## config.mk

```make
export PLATFORM = sky130hd
export DESIGN_NAME = dmam_unit
export DESIGN_NICKNAME = d
export VERILOG_FILES = /design/src/hdl/dmam_pkg.sv /design/src/hdl/dmam_unit.sv
export SDC_FILE = /design/constraint.sdc
export NUM_CORES = 1
export LEC_CHECK = 0
export ABC_AREA = 0
export BUFFER_PORTS_ARGS = -buffer_cell sky130_fd_sc_hd__buf_2
export CAP_MARGIN = 20
export CELL_PAD_IN_SITES_DETAIL_PLACEMENT = 1
export CELL_PAD_IN_SITES_GLOBAL_PLACEMENT = 2
export CORE_MARGIN = 10
export CORE_UTILIZATION = 19
export CTS_CLUSTER_SIZE = 25
export DETAILED_ROUTE_END_ITERATION = 8
export MAX_ROUTING_LAYER = met4
export PLACE_DENSITY = 0.83
export SYNTH_ARGS = -nofsm -noshare
export SYNTH_HDL_FRONTEND = slang
export SYNTH_SLANG_ARGS = --single-unit
```

## constraint.sdc

```tcl
create_clock -name clk_sys -period 5.06 [get_ports clk_sys]
set_clock_uncertainty 0.15 [all_clocks]
set_input_delay 0.506 -clock clk_sys [delete_from_list [all_inputs] [get_ports clk_sys]]
set_output_delay 0.506 -clock clk_sys [all_outputs]
set_load 0.01 [all_outputs]
```

## src/hdl/dmam_pkg.sv

```systemverilog
// dmam_pkg: constants for the default memory attribute map and barrier unit
// assumes a 32-bit byte address space and a core that issues barriers as pulses
package dmam_pkg;
	// memory types
	typedef enum logic [1:0] {
		DMAM_NORMAL   = 2'h0,
		DMAM_DEVICE   = 2'h1,
		DMAM_STRONG   = 2'h3,
		DMAM_RESERVED = 2'h2
	} dmam_mem_type;

	// region bounds (inclusive)
	localparam logic [31:0] CODE_LO  = 32'h00000000;
	localparam logic [31:0] CODE_HI  = 32'h1FFFFFFF;
	localparam logic [31:0] SRAM_LO  = 32'h20000000;
	localparam logic [31:0] SRAM_HI  = 32'h3FFFFFFF;
	localparam logic [31:0] PERI_LO  = 32'h40000000;
	localparam logic [31:0] PERI_HI  = 32'h5FFFFFFF;
	localparam logic [31:0] XRAM_LO  = 32'h60000000;
	localparam logic [31:0] XRAM_HI  = 32'h9FFFFFFF;
	localparam logic [31:0] XDEV_LO  = 32'hA0000000;
	localparam logic [31:0] XDEV_HI  = 32'hDFFFFFFF;
	localparam logic [31:0] PPB_LO   = 32'hE0000000;
	localparam logic [31:0] PPB_HI   = 32'hE00FFFFF;

	// outstanding transaction counter width
	localparam int OUTST_W = 4;
	// write buffer depth for device writes
	localparam int WBUF_DEPTH = 2;
	// reset values
	localparam logic [OUTST_W-1:0] OUTST_RST = 4'h0;
endpackage

```

## src/hdl/dmam_unit.sv

```systemverilog
// dmam_unit: default address attribute decode, override merge, fetch fault,
// ordering gates and barrier sequencing for the core's memory path.
// assumes the core pulses issue/complete and barrier requests in clk_sys domain.
// assumes a request stays high until its grant shows, then drops or moves on;
// a request still high in the cycle its grant shows is not counted again.
// assumes barrier pulses that arrive outside run are simply ignored.
// Function
// - code region: normal, executable
// - sram region: normal, executable
// - peripheral region: device, execute never
// - external ram: normal, executable
// - external device: device, execute never
// - private bus strongly ordered, rest reserved
// - protection unit override replaces default attributes
// - prefetch ahead and at branch targets allowed
// - normal accesses may reorder or buffer
// - data barrier: drain before next access
// - sync barrier: drain before next instruction
// - instruction barrier flushes stale prefetch
// - protection change effective after sync barrier
// - software adds instruction barrier after branch
// - vector write visible after data barrier
// - modified code fetched after instruction barrier
// - memory map switch visible after sync
// - priority change done at sync completion
// - strongly ordered accesses kept in order
// - fault only when never-execute instruction executes
// - device/strong accesses observed in order
// - strongly ordered writes never buffered
`timescale 1ns/1ps
`default_nettype none
module dmam_unit #(
	parameter int OUTST_W = dmam_pkg::OUTST_W
) (
	input  wire logic        clk_sys,
	input  wire logic        srst,
	input  wire logic [31:0] fetch_addr,
	input  wire logic [31:0] data_addr,
	input  wire logic        ovr_en,
	input  wire logic [1:0]  ovr_type,
	input  wire logic        ovr_xn,
	input  wire logic        acc_req,
	input  wire logic        acc_write,
	input  wire logic        acc_done,
	input  wire logic        exec_valid,
	input  wire logic        exec_from_xn,
	input  wire logic        data_memory_barrier,
	input  wire logic        data_sync_barrier,
	input  wire logic        instruction_sync_barrier,
	output logic [1:0]       fetch_type,
	output logic             fetch_xn,
	output logic [1:0]       data_type,
	output logic             data_xn,
	output logic             acc_grant,
	output logic             acc_bufferable,
	output logic             exec_hold,
	output logic             prefetch_flush,
	output logic             xn_fault,
	output logic             barrier_done,
	output logic [OUTST_W-1:0] outstanding
);
	// refuse counter widths the grant and drain logic cannot serve
	if (OUTST_W < 2 || OUTST_W > 8) begin : g_bad_width
		$error("dmam_unit: OUTST_W out of range");
	end

	// barrier sequencer states; run is the only state that takes new work
	typedef enum logic [1:0] {
		ST_RUN = 2'b00,
		ST_DMB = 2'b01,
		ST_DSB = 2'b11,
		ST_ISB = 2'b10
	} dmam_state_type;

	// registered state and the combinational terms behind every output except xn_fault
	dmam_state_type     state;
	dmam_state_type     next_state;
	logic [2:0]         d_dec_c;
	logic [2:0]         f_dec_c;
	logic [1:0]         d_type_c;
	logic               d_xn_c;
	logic [1:0]         f_type_c;
	logic               f_xn_c;
	logic               run_c;
	logic               fresh_c;
	logic               ordered_c;
	logic               order_ok_c;
	logic               quiet_c;
	logic               full_c;
	logic               retire_c;
	logic               last_out_c;
	logic               grant_c;
	logic               drained_c;
	logic               ending_c;
	logic [OUTST_W-1:0] next_outstanding;

	// inclusive range test shared by the regions of the fixed map other than code
	function automatic logic dmam_in_range(
		input logic [31:0] a,
		input logic [31:0] lo,
		input logic [31:0] hi
	);
		return (a >= lo) && (a <= hi);
	endfunction

	// fixed region decode: {type, execute never}; gaps fall to reserved
	function automatic logic [2:0] dmam_decode(input logic [31:0] a);
		logic [2:0] r;
		r = {dmam_pkg::DMAM_RESERVED, 1'b1};
		if (a <= dmam_pkg::CODE_HI) begin
			r = {dmam_pkg::DMAM_NORMAL, 1'b0};
		end else if (dmam_in_range(a, dmam_pkg::SRAM_LO, dmam_pkg::SRAM_HI)) begin
			r = {dmam_pkg::DMAM_NORMAL, 1'b0};
		end else if (dmam_in_range(a, dmam_pkg::PERI_LO, dmam_pkg::PERI_HI)) begin
			r = {dmam_pkg::DMAM_DEVICE, 1'b1};
		end else if (dmam_in_range(a, dmam_pkg::XRAM_LO, dmam_pkg::XRAM_HI)) begin
			r = {dmam_pkg::DMAM_NORMAL, 1'b0};
		end else if (dmam_in_range(a, dmam_pkg::XDEV_LO, dmam_pkg::XDEV_HI)) begin
			r = {dmam_pkg::DMAM_DEVICE, 1'b1};
		end else if (dmam_in_range(a, dmam_pkg::PPB_LO, dmam_pkg::PPB_HI)) begin
			r = {dmam_pkg::DMAM_STRONG, 1'b1};
		end
		return r;
	endfunction

	// a type that keeps program order against other ordered accesses
	function automatic logic dmam_is_ordered(input logic [1:0] t);
		return t != dmam_pkg::DMAM_NORMAL;
	endfunction

	// a type whose writes may wait in a write buffer
	function automatic logic dmam_may_buffer(input logic [1:0] t);
		return t != dmam_pkg::DMAM_STRONG;
	endfunction

	// fixed map for both paths, looked up every cycle
	always_comb begin
		d_dec_c = dmam_decode(data_addr);
		f_dec_c = dmam_decode(fetch_addr);
	end

	// data path attributes; an active protection override replaces the map
	always_comb begin
		d_type_c = d_dec_c[2:1];
		d_xn_c   = d_dec_c[0];
		if (ovr_en) begin
			d_type_c = ovr_type;
			d_xn_c   = ovr_xn;
		end
	end

	// fetch path attributes; the same override applies to instruction fetch
	always_comb begin
		f_type_c = f_dec_c[2:1];
		f_xn_c   = f_dec_c[0];
		if (ovr_en) begin
			f_type_c = ovr_type;
			f_xn_c   = ovr_xn;
		end
	end

	// nothing in flight
	always_comb begin
		quiet_c = (outstanding == '0);
	end

	// counter full: another grant would wrap it
	always_comb begin
		full_c = (outstanding == '1);
	end

	// a completion only retires an access that is really outstanding
	always_comb begin
		retire_c = acc_done && !quiet_c;
	end

	// the last access in flight completes in this cycle
	always_comb begin
		last_out_c = (outstanding == OUTST_W'(1)) && acc_done;
	end

	// issue only from run, and only once per request
	always_comb begin
		run_c   = (state == ST_RUN);
		fresh_c = !acc_grant;
	end

	// ordered accesses wait for earlier ones to drain; normal ones may overlap
	always_comb begin
		ordered_c  = dmam_is_ordered(d_type_c);
		order_ok_c = !ordered_c || quiet_c || last_out_c;
		grant_c    = acc_req && run_c && fresh_c && !full_c && order_ok_c;
	end

	// next count: a grant and a retirement in one cycle cancel
	always_comb begin
		next_outstanding = outstanding;
		if (grant_c && !retire_c)
			next_outstanding = outstanding + 1'b1;
		else if (!grant_c && retire_c)
			next_outstanding = outstanding - 1'b1;
	end

	// all earlier accesses are gone once this edge has passed
	always_comb begin
		drained_c = (next_outstanding == '0);
	end

	// fetch type follows the fetch address, prefetch or not
	always_ff @(posedge clk_sys) begin
		if (srst)
			fetch_type <= 2'h0;
		else
			fetch_type <= f_type_c;
	end

	// fetch execute never; a prefetch from such space is no fault by itself
	always_ff @(posedge clk_sys) begin
		if (srst)
			fetch_xn <= 1'b0;
		else
			fetch_xn <= f_xn_c;
	end

	// data type of the access currently presented
	always_ff @(posedge clk_sys) begin
		if (srst)
			data_type <= 2'h0;
		else
			data_type <= d_type_c;
	end

	// data execute never of the access currently presented
	always_ff @(posedge clk_sys) begin
		if (srst)
			data_xn <= 1'b0;
		else
			data_xn <= d_xn_c;
	end

	// writes to strongly ordered space always go straight to the bus
	always_ff @(posedge clk_sys) begin
		if (srst)
			acc_bufferable <= 1'b0;
		else
			acc_bufferable <= acc_write && dmam_may_buffer(d_type_c);
	end

	// outstanding transaction count
	always_ff @(posedge clk_sys) begin
		if (srst)
			outstanding <= OUTST_W'(dmam_pkg::OUTST_RST);
		else
			outstanding <= next_outstanding;
	end

	// grant pulse: the access was counted at this edge
	always_ff @(posedge clk_sys) begin
		if (srst)
			acc_grant <= 1'b0;
		else
			acc_grant <= grant_c;
	end

	// barrier sequencer: sync beats data beats instruction when they collide
	always_comb begin
		next_state = state;
		unique case (state)
			// idle: take at most one barrier
			ST_RUN: begin
				if (data_sync_barrier)
					next_state = ST_DSB;
				else if (data_memory_barrier)
					next_state = ST_DMB;
				else if (instruction_sync_barrier)
					next_state = ST_ISB;
			end
			// later accesses are refused until the drain ends
			ST_DMB: begin
				if (drained_c)
					next_state = ST_RUN;
			end
			// later instructions are held until the drain ends
			ST_DSB: begin
				if (drained_c)
					next_state = ST_RUN;
			end
			// drain, then flush the prefetched words
			ST_ISB: begin
				if (drained_c)
					next_state = ST_RUN;
			end
		endcase
	end

	// a barrier finishes at the edge where the sequencer returns to run
	always_comb begin
		ending_c = (state != ST_RUN) && (next_state == ST_RUN);
	end

	// sequencer state register
	always_ff @(posedge clk_sys) begin
		if (srst)
			state <= ST_RUN;
		else
			state <= next_state;
	end

	// one-cycle completion pulse; the count is already zero with it
	always_ff @(posedge clk_sys) begin
		if (srst)
			barrier_done <= 1'b0;
		else
			barrier_done <= ending_c;
	end

	// later instructions stall while a sync or instruction barrier drains
	always_ff @(posedge clk_sys) begin
		if (srst)
			exec_hold <= 1'b0;
		else
			exec_hold <= (next_state == ST_DSB) || (next_state == ST_ISB);
	end

	// stale prefetched words are dropped as an instruction barrier ends
	always_ff @(posedge clk_sys) begin
		if (srst)
			prefetch_flush <= 1'b0;
		else
			prefetch_flush <= ending_c && (state == ST_ISB);
	end

	// fault only on execution, never on prefetch
	always_ff @(posedge clk_sys) begin
		if (srst)
			xn_fault <= 1'b0;
		else
			xn_fault <= exec_valid && exec_from_xn;
	end
endmodule // dmam_unit
`default_nettype wire

```

==> results_dict.tcl, run 1 <==
set metrics [dict create \
    regToRegStartpoint "outstanding[0]" \
    clockBufferDepth 2 \
    ctsHoldBuffers 0 \
    overflow 0 \
    initial_core_util_pct 19.8 \
    routed_via_density 4.50 \
    critPathArrivalTime_ns 2.77 \
    synth_ff_type "dfxtp_1" \
    synthTopCellsByCount "dfxtp_1 (18), nor2_1 (12), a21oi_1 (11)" \
    slew_headroom_pct 59.6 \
    critPathTopFamily "compound AO/OA/AOI/OAI gates" \
    period_share_pct 55.3 \
    place_congestion 0.742 \
    avgSynthCellArea_um2 8.89 \
    cp_num_buf_inv 1 \
    crit_required_ns 5.03 \
    nets 252 \
    grtUsageTotal_pct 7.94 \
    routed_wl_mm 3.30 \
    drive_gt1_share_pct 39.4 \
    fill_cells 631 \
    path_cells "inv_1 > ha_1 > nand2b_1 > o21ai_0 > or4_4 > mux2_4 > a211oi_4 > a41oi_1" \
    hold_class "input pin to flop" \
    grtUsageMet1_pct 9.05 \
    cts_root_buffer "clkbuf_8" \
    grt_max_degree 17 \
    grt_pass1_vias 1200 \
    critPathLaunchType "flop" \
    grt_pass1_wl_mm 5.52 \
    crit_path_end_kind "flop" \
    use_met2_pct 12.9 \
    clk_pin_slew_ns 0.07 \
    powerDensity_nw_per_um2 393 \
    crit_fanout 10 \
    slew_viol_final 0 \
    yosysWarnings 0 \
    core-area_um2 5170 \
    setup_tns_ns 0 \
    setup_viol 0 \
    dieArea_um2 8710 \
    first_iter_violations 59 \
    cpMaxStageDelayCell "dfxtp_1" \
    fp.dieW_um 93.4 \
    fin_hold_ws_ns 0.318 \
    rows 26 \
    antenna_found_initial 0 \
    gr-usage-met3_pct 2.56 \
    hold_viol_final 0 \
    synth_seq_area_share_pct 35.3 \
    post-cts-setup-buffers 0 \
    clkLatencyLatePin_ns 0.25 \
    hpwlAfterDp_mm 2.79 \
    synth.distinct_cells 43 \
    synth.most_common_cell "dfxtp_1" \
    synthTopCellsByArea "dfxtp_1 (35%), a21oi_1 (5.4%), nor2_1 (4.4%), ha_1 (3.7%), a41oi_1 (2.6%)" \
    p_leak_nw 0.651 \
    drc_errors 0 \
    firstDrtPassIters 4 \
    busiest_layer "met2" \
    synth_top_area_cell "dfxtp_1" \
    syn-cell-area_um2 1020 \
    htree_levels 1 \
    synth_cells 115 \
    layout_min_cycle_time_ns 2.80 \
    synth_nets 196 \
    final_antenna_net_count 0 \
    crit_start "outstanding[0]" \
    ir_drop_v 0.000150 \
    syn2layout_area_growth_pct 38.8 \
    crit_type "flop to flop" \
    cts_sinks 18 \
    worst_slew_pin_slew_ns 0.599 \
    yosysTopAreaCellShare_pct 35.3 \
    io_buffers 53 \
    drv_cap 0 \
    n_antenna_cell 0 \
    status "finished, final reports clean" \
    worstHoldStart "exec_from_xn" \
    cts_tree "built" \
    async_reset_ff_share_pct 0 \
    fp.dieH_um 93.4 \
    clock.fmax_mhz 358 \
    wl_per_cell_um 13.7 \
    cts_resized 0 \
    numCtsBuffers 3 \
    max_stage_delay_ns 0.52 \
    ios 94 \
    rsz0062_at_grt "no" \
    vias 1080 \
    synth_edf_count 0 \
    synth-seq-cells 18 \
]
## final cells by class
cell class / count / area, um2 / share of cell area, %
Clock buffer: 4 / 55.1 / 3.88
Sequential cell: 18 / 360 / 25.4
Inverter: 6 / 22.5 / 1.59
Timing Repair Buffer: 53 / 265 / 18.7
Multi-Input combinational cell: 89 / 628 / 44.3
Tap cell: 70 / 87.6 / 6.17
## cell families after synthesis
logic type                 after synthesis  synth area share [%]
adders and majority gates                4                  4.65
buffers and inverters                    8                  3.30
xor gates and xnor gates                 2                  1.71
muxes                                    3                  3.55
DFF                                     18                  35.3
AOI/OAI and AO/OA                       32                  23.0
and+or+nand+nor                         48                  28.5
## flip-flops by register name (all words and copies together), names as in the netlist
register,count
outstanding,4
barrier_done,1
data_type,2
fetch_xn,1
fetch_type,2
acc_bufferable,1
state,2
exec_hold,1
xn_fault,1
acc_grant,1
prefetch_flush,1
data_xn,1
## final timing paths
kind | to | slack, ns | depth (start not counted)
max | state[0] | 2.26 | 8
min | xn_fault | 0.32 | 3
max reg2reg | state[0] | 2.26 | 8
min reg2reg | state[0] | 0.41 | 1
## tightest hold or removal path: stages
cell and delay (ns):
buf_2 0.10, nand2_1 0.05, nor2_1 0.03
## through the flow
| stage | setup WS, ns | cells | power [mW] | util [%] | cell area, um2 |
|---|---|---|---|---|---|
| final | 2.26 | 240 | 0.557 | 27.4 | 1420 |
| after global routing | 2.05 | 240 | 0.612 | 27.4 | 1420 |
| after CTS | 2.24 | 240 | 0.568 | 27.4 | 1420 |
| after detailed placement | 2.26 | 236 | 0.447 | 26.4 | 1360 |
| after global placement | 2.30 | 236 | 0.441 | 26.4 | 1360 |
| after floorplan | 2.50 | 115 | 0.367 | - | 1020 |
## per-layer routing
metal	share of wire (%)	up-vias	wire length (um)
met5	0	-	0
met4	0.85	0	28
met3	8.0	3	264
met2	47	38	1540
met1	44	498	1460
li1	-	541	-
## power breakdown
group | internal (mW) | leakage [nW] | switching [mW]
combinational | 0.109 | 0.474 | 0.128
clock | 0.0692 | 0.0288 | 0.0486
sequential | 0.169 | 0.149 | 0.0336
## placed cells by master, fill, tap and decap left out, drive strengths merged, types with 2 or more instances in the layout
master  instances
nand4           2
and4b           2
mux2            2
nand4b          2
o21ai           3
buf            53
a211oi          3
a21oi          11
xnor2           2
clkbuf          4
nand2b          4
ha              3
a41oi           3
nand2           6
nor3            5
inv             6
nand3           2
dfxtp          18
or4             2
nor2           12
o21bai          3
nor4            3
a31oi           3
Note: power is estimated with default switching activity, not from simulation.
==> run 2, diff against run 1 <==
--- a/config.mk
+++ b/config.mk
@@ -11,11 +11,11 @@
 export CELL_PAD_IN_SITES_DETAIL_PLACEMENT = 1
 export CELL_PAD_IN_SITES_GLOBAL_PLACEMENT = 2
 export CORE_MARGIN = 10
-export CORE_UTILIZATION = 19
+export CORE_UTILIZATION = 16
 export CTS_CLUSTER_SIZE = 25
 export DETAILED_ROUTE_END_ITERATION = 8
 export MAX_ROUTING_LAYER = met4
-export PLACE_DENSITY = 0.83
+export PLACE_DENSITY = 0.74
 export SYNTH_ARGS = -nofsm -noshare
 export SYNTH_HDL_FRONTEND = slang
 export SYNTH_SLANG_ARGS = --single-unit
==> constraint.sdc (replaced) <==
create_clock -name clk_sys -period 2.28 [get_ports clk_sys]
set_clock_uncertainty 0.15 [all_clocks]
set_input_delay 0.228 -clock clk_sys [delete_from_list [all_inputs] [get_ports clk_sys]]
set_output_delay 0.228 -clock clk_sys [all_outputs]
set_load 0.01 [all_outputs]
==> run 2 against run 1 <==
Compared with the run above:
- the flow now finishes with violations (negative setup slack)
- sequential power is 110% higher
- sequential share of layout area is 2.7 points lower
- worst hold slack worse by 0.28 ns
- critical path depth is 2 lower
- largest cell class unchanged
- largest power group unchanged
==> results_dict.tcl, run 2 (synthesized netlist as in run 1, its figures left out) <==
set metrics [dict create \
    io_buffers 53 \
    overflow 0 \
    setup_viol 6 \
    drive_gt1_share_pct 49.7 \
    rows 29 \
    slew_viol_final 0 \
    status "finished with violations" \
    hold_class "input pin to flop" \
    place_congestion 0.773 \
    dieArea_um2 9990 \
    crit_required_ns 2.25 \
    firstDrtPassIters 4 \
    critPathArrivalTime_ns 2.36 \
    largest-register "outstanding" \
    final_util_pct 25.9 \
    final_cell_mix "buf_2 (53), buf_4 (23), dfxtp_1 (15)" \
    r2r_setup_slack_ns -0.11 \
    cts_sinks 18 \
    ctsHoldBuffers 0 \
    crit_type "flop to flop" \
    worst_slew_pin_slew_ns 0.331 \
    clkLatencyLatePin_ns 0.26 \
    hold_viol_final 0 \
    drc_errors 0 \
    powerDensity_nw_per_um2 885 \
    grt_max_degree 17 \
    cts_tree "built" \
    whs_path_depth 3 \
    worstHoldStart "exec_from_xn" \
    core-area_um2 6280 \
    regToRegStartpoint "acc_grant" \
    min_to "xn_fault" \
    hpwlAfterDp_mm 3.06 \
    numCtsBuffers 3 \
    violations "negative setup slack" \
    grtUsageTotal_pct 7.54 \
    initial_core_util_pct 16.3 \
    grt_pass1_vias 1266 \
    largest_reg_flops 4 \
    ios 94 \
    drv_cap 0 \
    critPathLaunchType "flop" \
    ir_drop_v 0.000371 \
    clock.fmax_mhz 419 \
    routed_via_density 4.38 \
    vias 1183 \
    layout_min_cycle_time_ns 2.39 \
    n_antenna_cell 0 \
    syn2layout_area_growth_pct 58.8 \
    grt_pass1_wl_mm 6.04 \
    slew_headroom_pct 77.8 \
    period_share_pct 105 \
    cts_root_buffer "clkbuf_8" \
    clk_pin_slew_ns 0.07 \
    reg2reg_depth 6 \
    fp.dieH_um 99.9 \
    wl_per_cell_um 13.6 \
    final_common_cell "buf_2" \
    fp.dieW_um 99.9 \
    p_leak_nw 0.759 \
    htree_levels 1 \
    crit_fanout 6 \
    final_cell_count_no_fill 270 \
    nets 275 \
    rsz0062_at_grt "yes" \
    crit_path_end_kind "flop" \
    clockBufferDepth 2 \
    final_antenna_net_count 0 \
    setup_ws_ns -0.108 \
    first_iter_violations 39 \
    routed_wl_mm 3.67 \
    antenna_found_initial 0 \
    dp.cells 262 \
    rr_endpoint "state[0]" \
]
[run 2: cell types whose count changed in the layout (fill, tap and decap cells not counted), sizes merged]
cell / delta
buf: +23
[run 2: worst max-delay path, cell delays in order, from the launching register on]
cell	delay [ns]
dfxtp_2	0.32
or4b_4	0.54
and4b_2	0.32
o211ai_4	0.11
mux2_4	0.33
a211oi_4	0.32
a41oi_1	0.16
[run 2: cell type report]
cell class,count,area [um2]
inverter,6,22.5
tap,77,96.3
fill,751,4650
multi-input combinational,89,652
clock buffer,4,45.0
timing repair buffer,76,438
sequential,18,369
[run 2: how the worst max path moves through the flow]
| stage | cells past startpoint | slack, ns | end | from |
|---|---|---|---|---|
| after detailed placement | 7 | -0.1 | prefetch_flush | acc_grant |
| after CTS | 6 | -0.11 | prefetch_flush | acc_grant |
| final | 6 | -0.11 | state[0] | acc_grant |
| after floorplan | 6 | 0.002 | exec_hold | acc_grant |
| after global placement | 6 | -0.09 | exec_hold | acc_grant |
| after global routing | 6 | -0.22 | state[0] | acc_grant |
[run 2: through the flow]
stage	setup TNS [ns]	instance area (um2)	hold WS (ns)	worst slack, ns	power [mW]
2_1_floorplan	0	1050	0.192	0.00188	0.841
3_3_place_gp	-0.426	1540	0.304	-0.0949	1.17
3_5_place_dp	-0.463	1540	0.310	-0.0953	1.19
4_1_cts	-0.566	1600	0.0328	-0.111	1.44
5_1_grt	-1.35	1620	0.0643	-0.222	1.57
6_report	-0.522	1620	0.0384	-0.108	1.44
[run 2: report_power, final]
group	total, mW	internal, mW	switching [mW]
Clock	0.234	0.124	0.110
Sequential	0.418	0.381	0.0367
Combinational	0.783	0.405	0.378
[run 2: metal layers]
metal	wire (um)	global-route usage (%)	up-vias	share of wire [%]
met1	1720	9.20	548	47
met5	0	-	-	0
met4	16	1.65	0	0.44
met3	237	2.75	3	6.5
li1	-	-	589	-
met2	1690	11.6	43	46
[run 2: timing repair]
action | in CTS | in global routing
buffers inserted | 2 | 2
gates resized for setup | 0 | 3
endpoints found under the setup margin | 7 | 7
pin swaps | 2 | 1
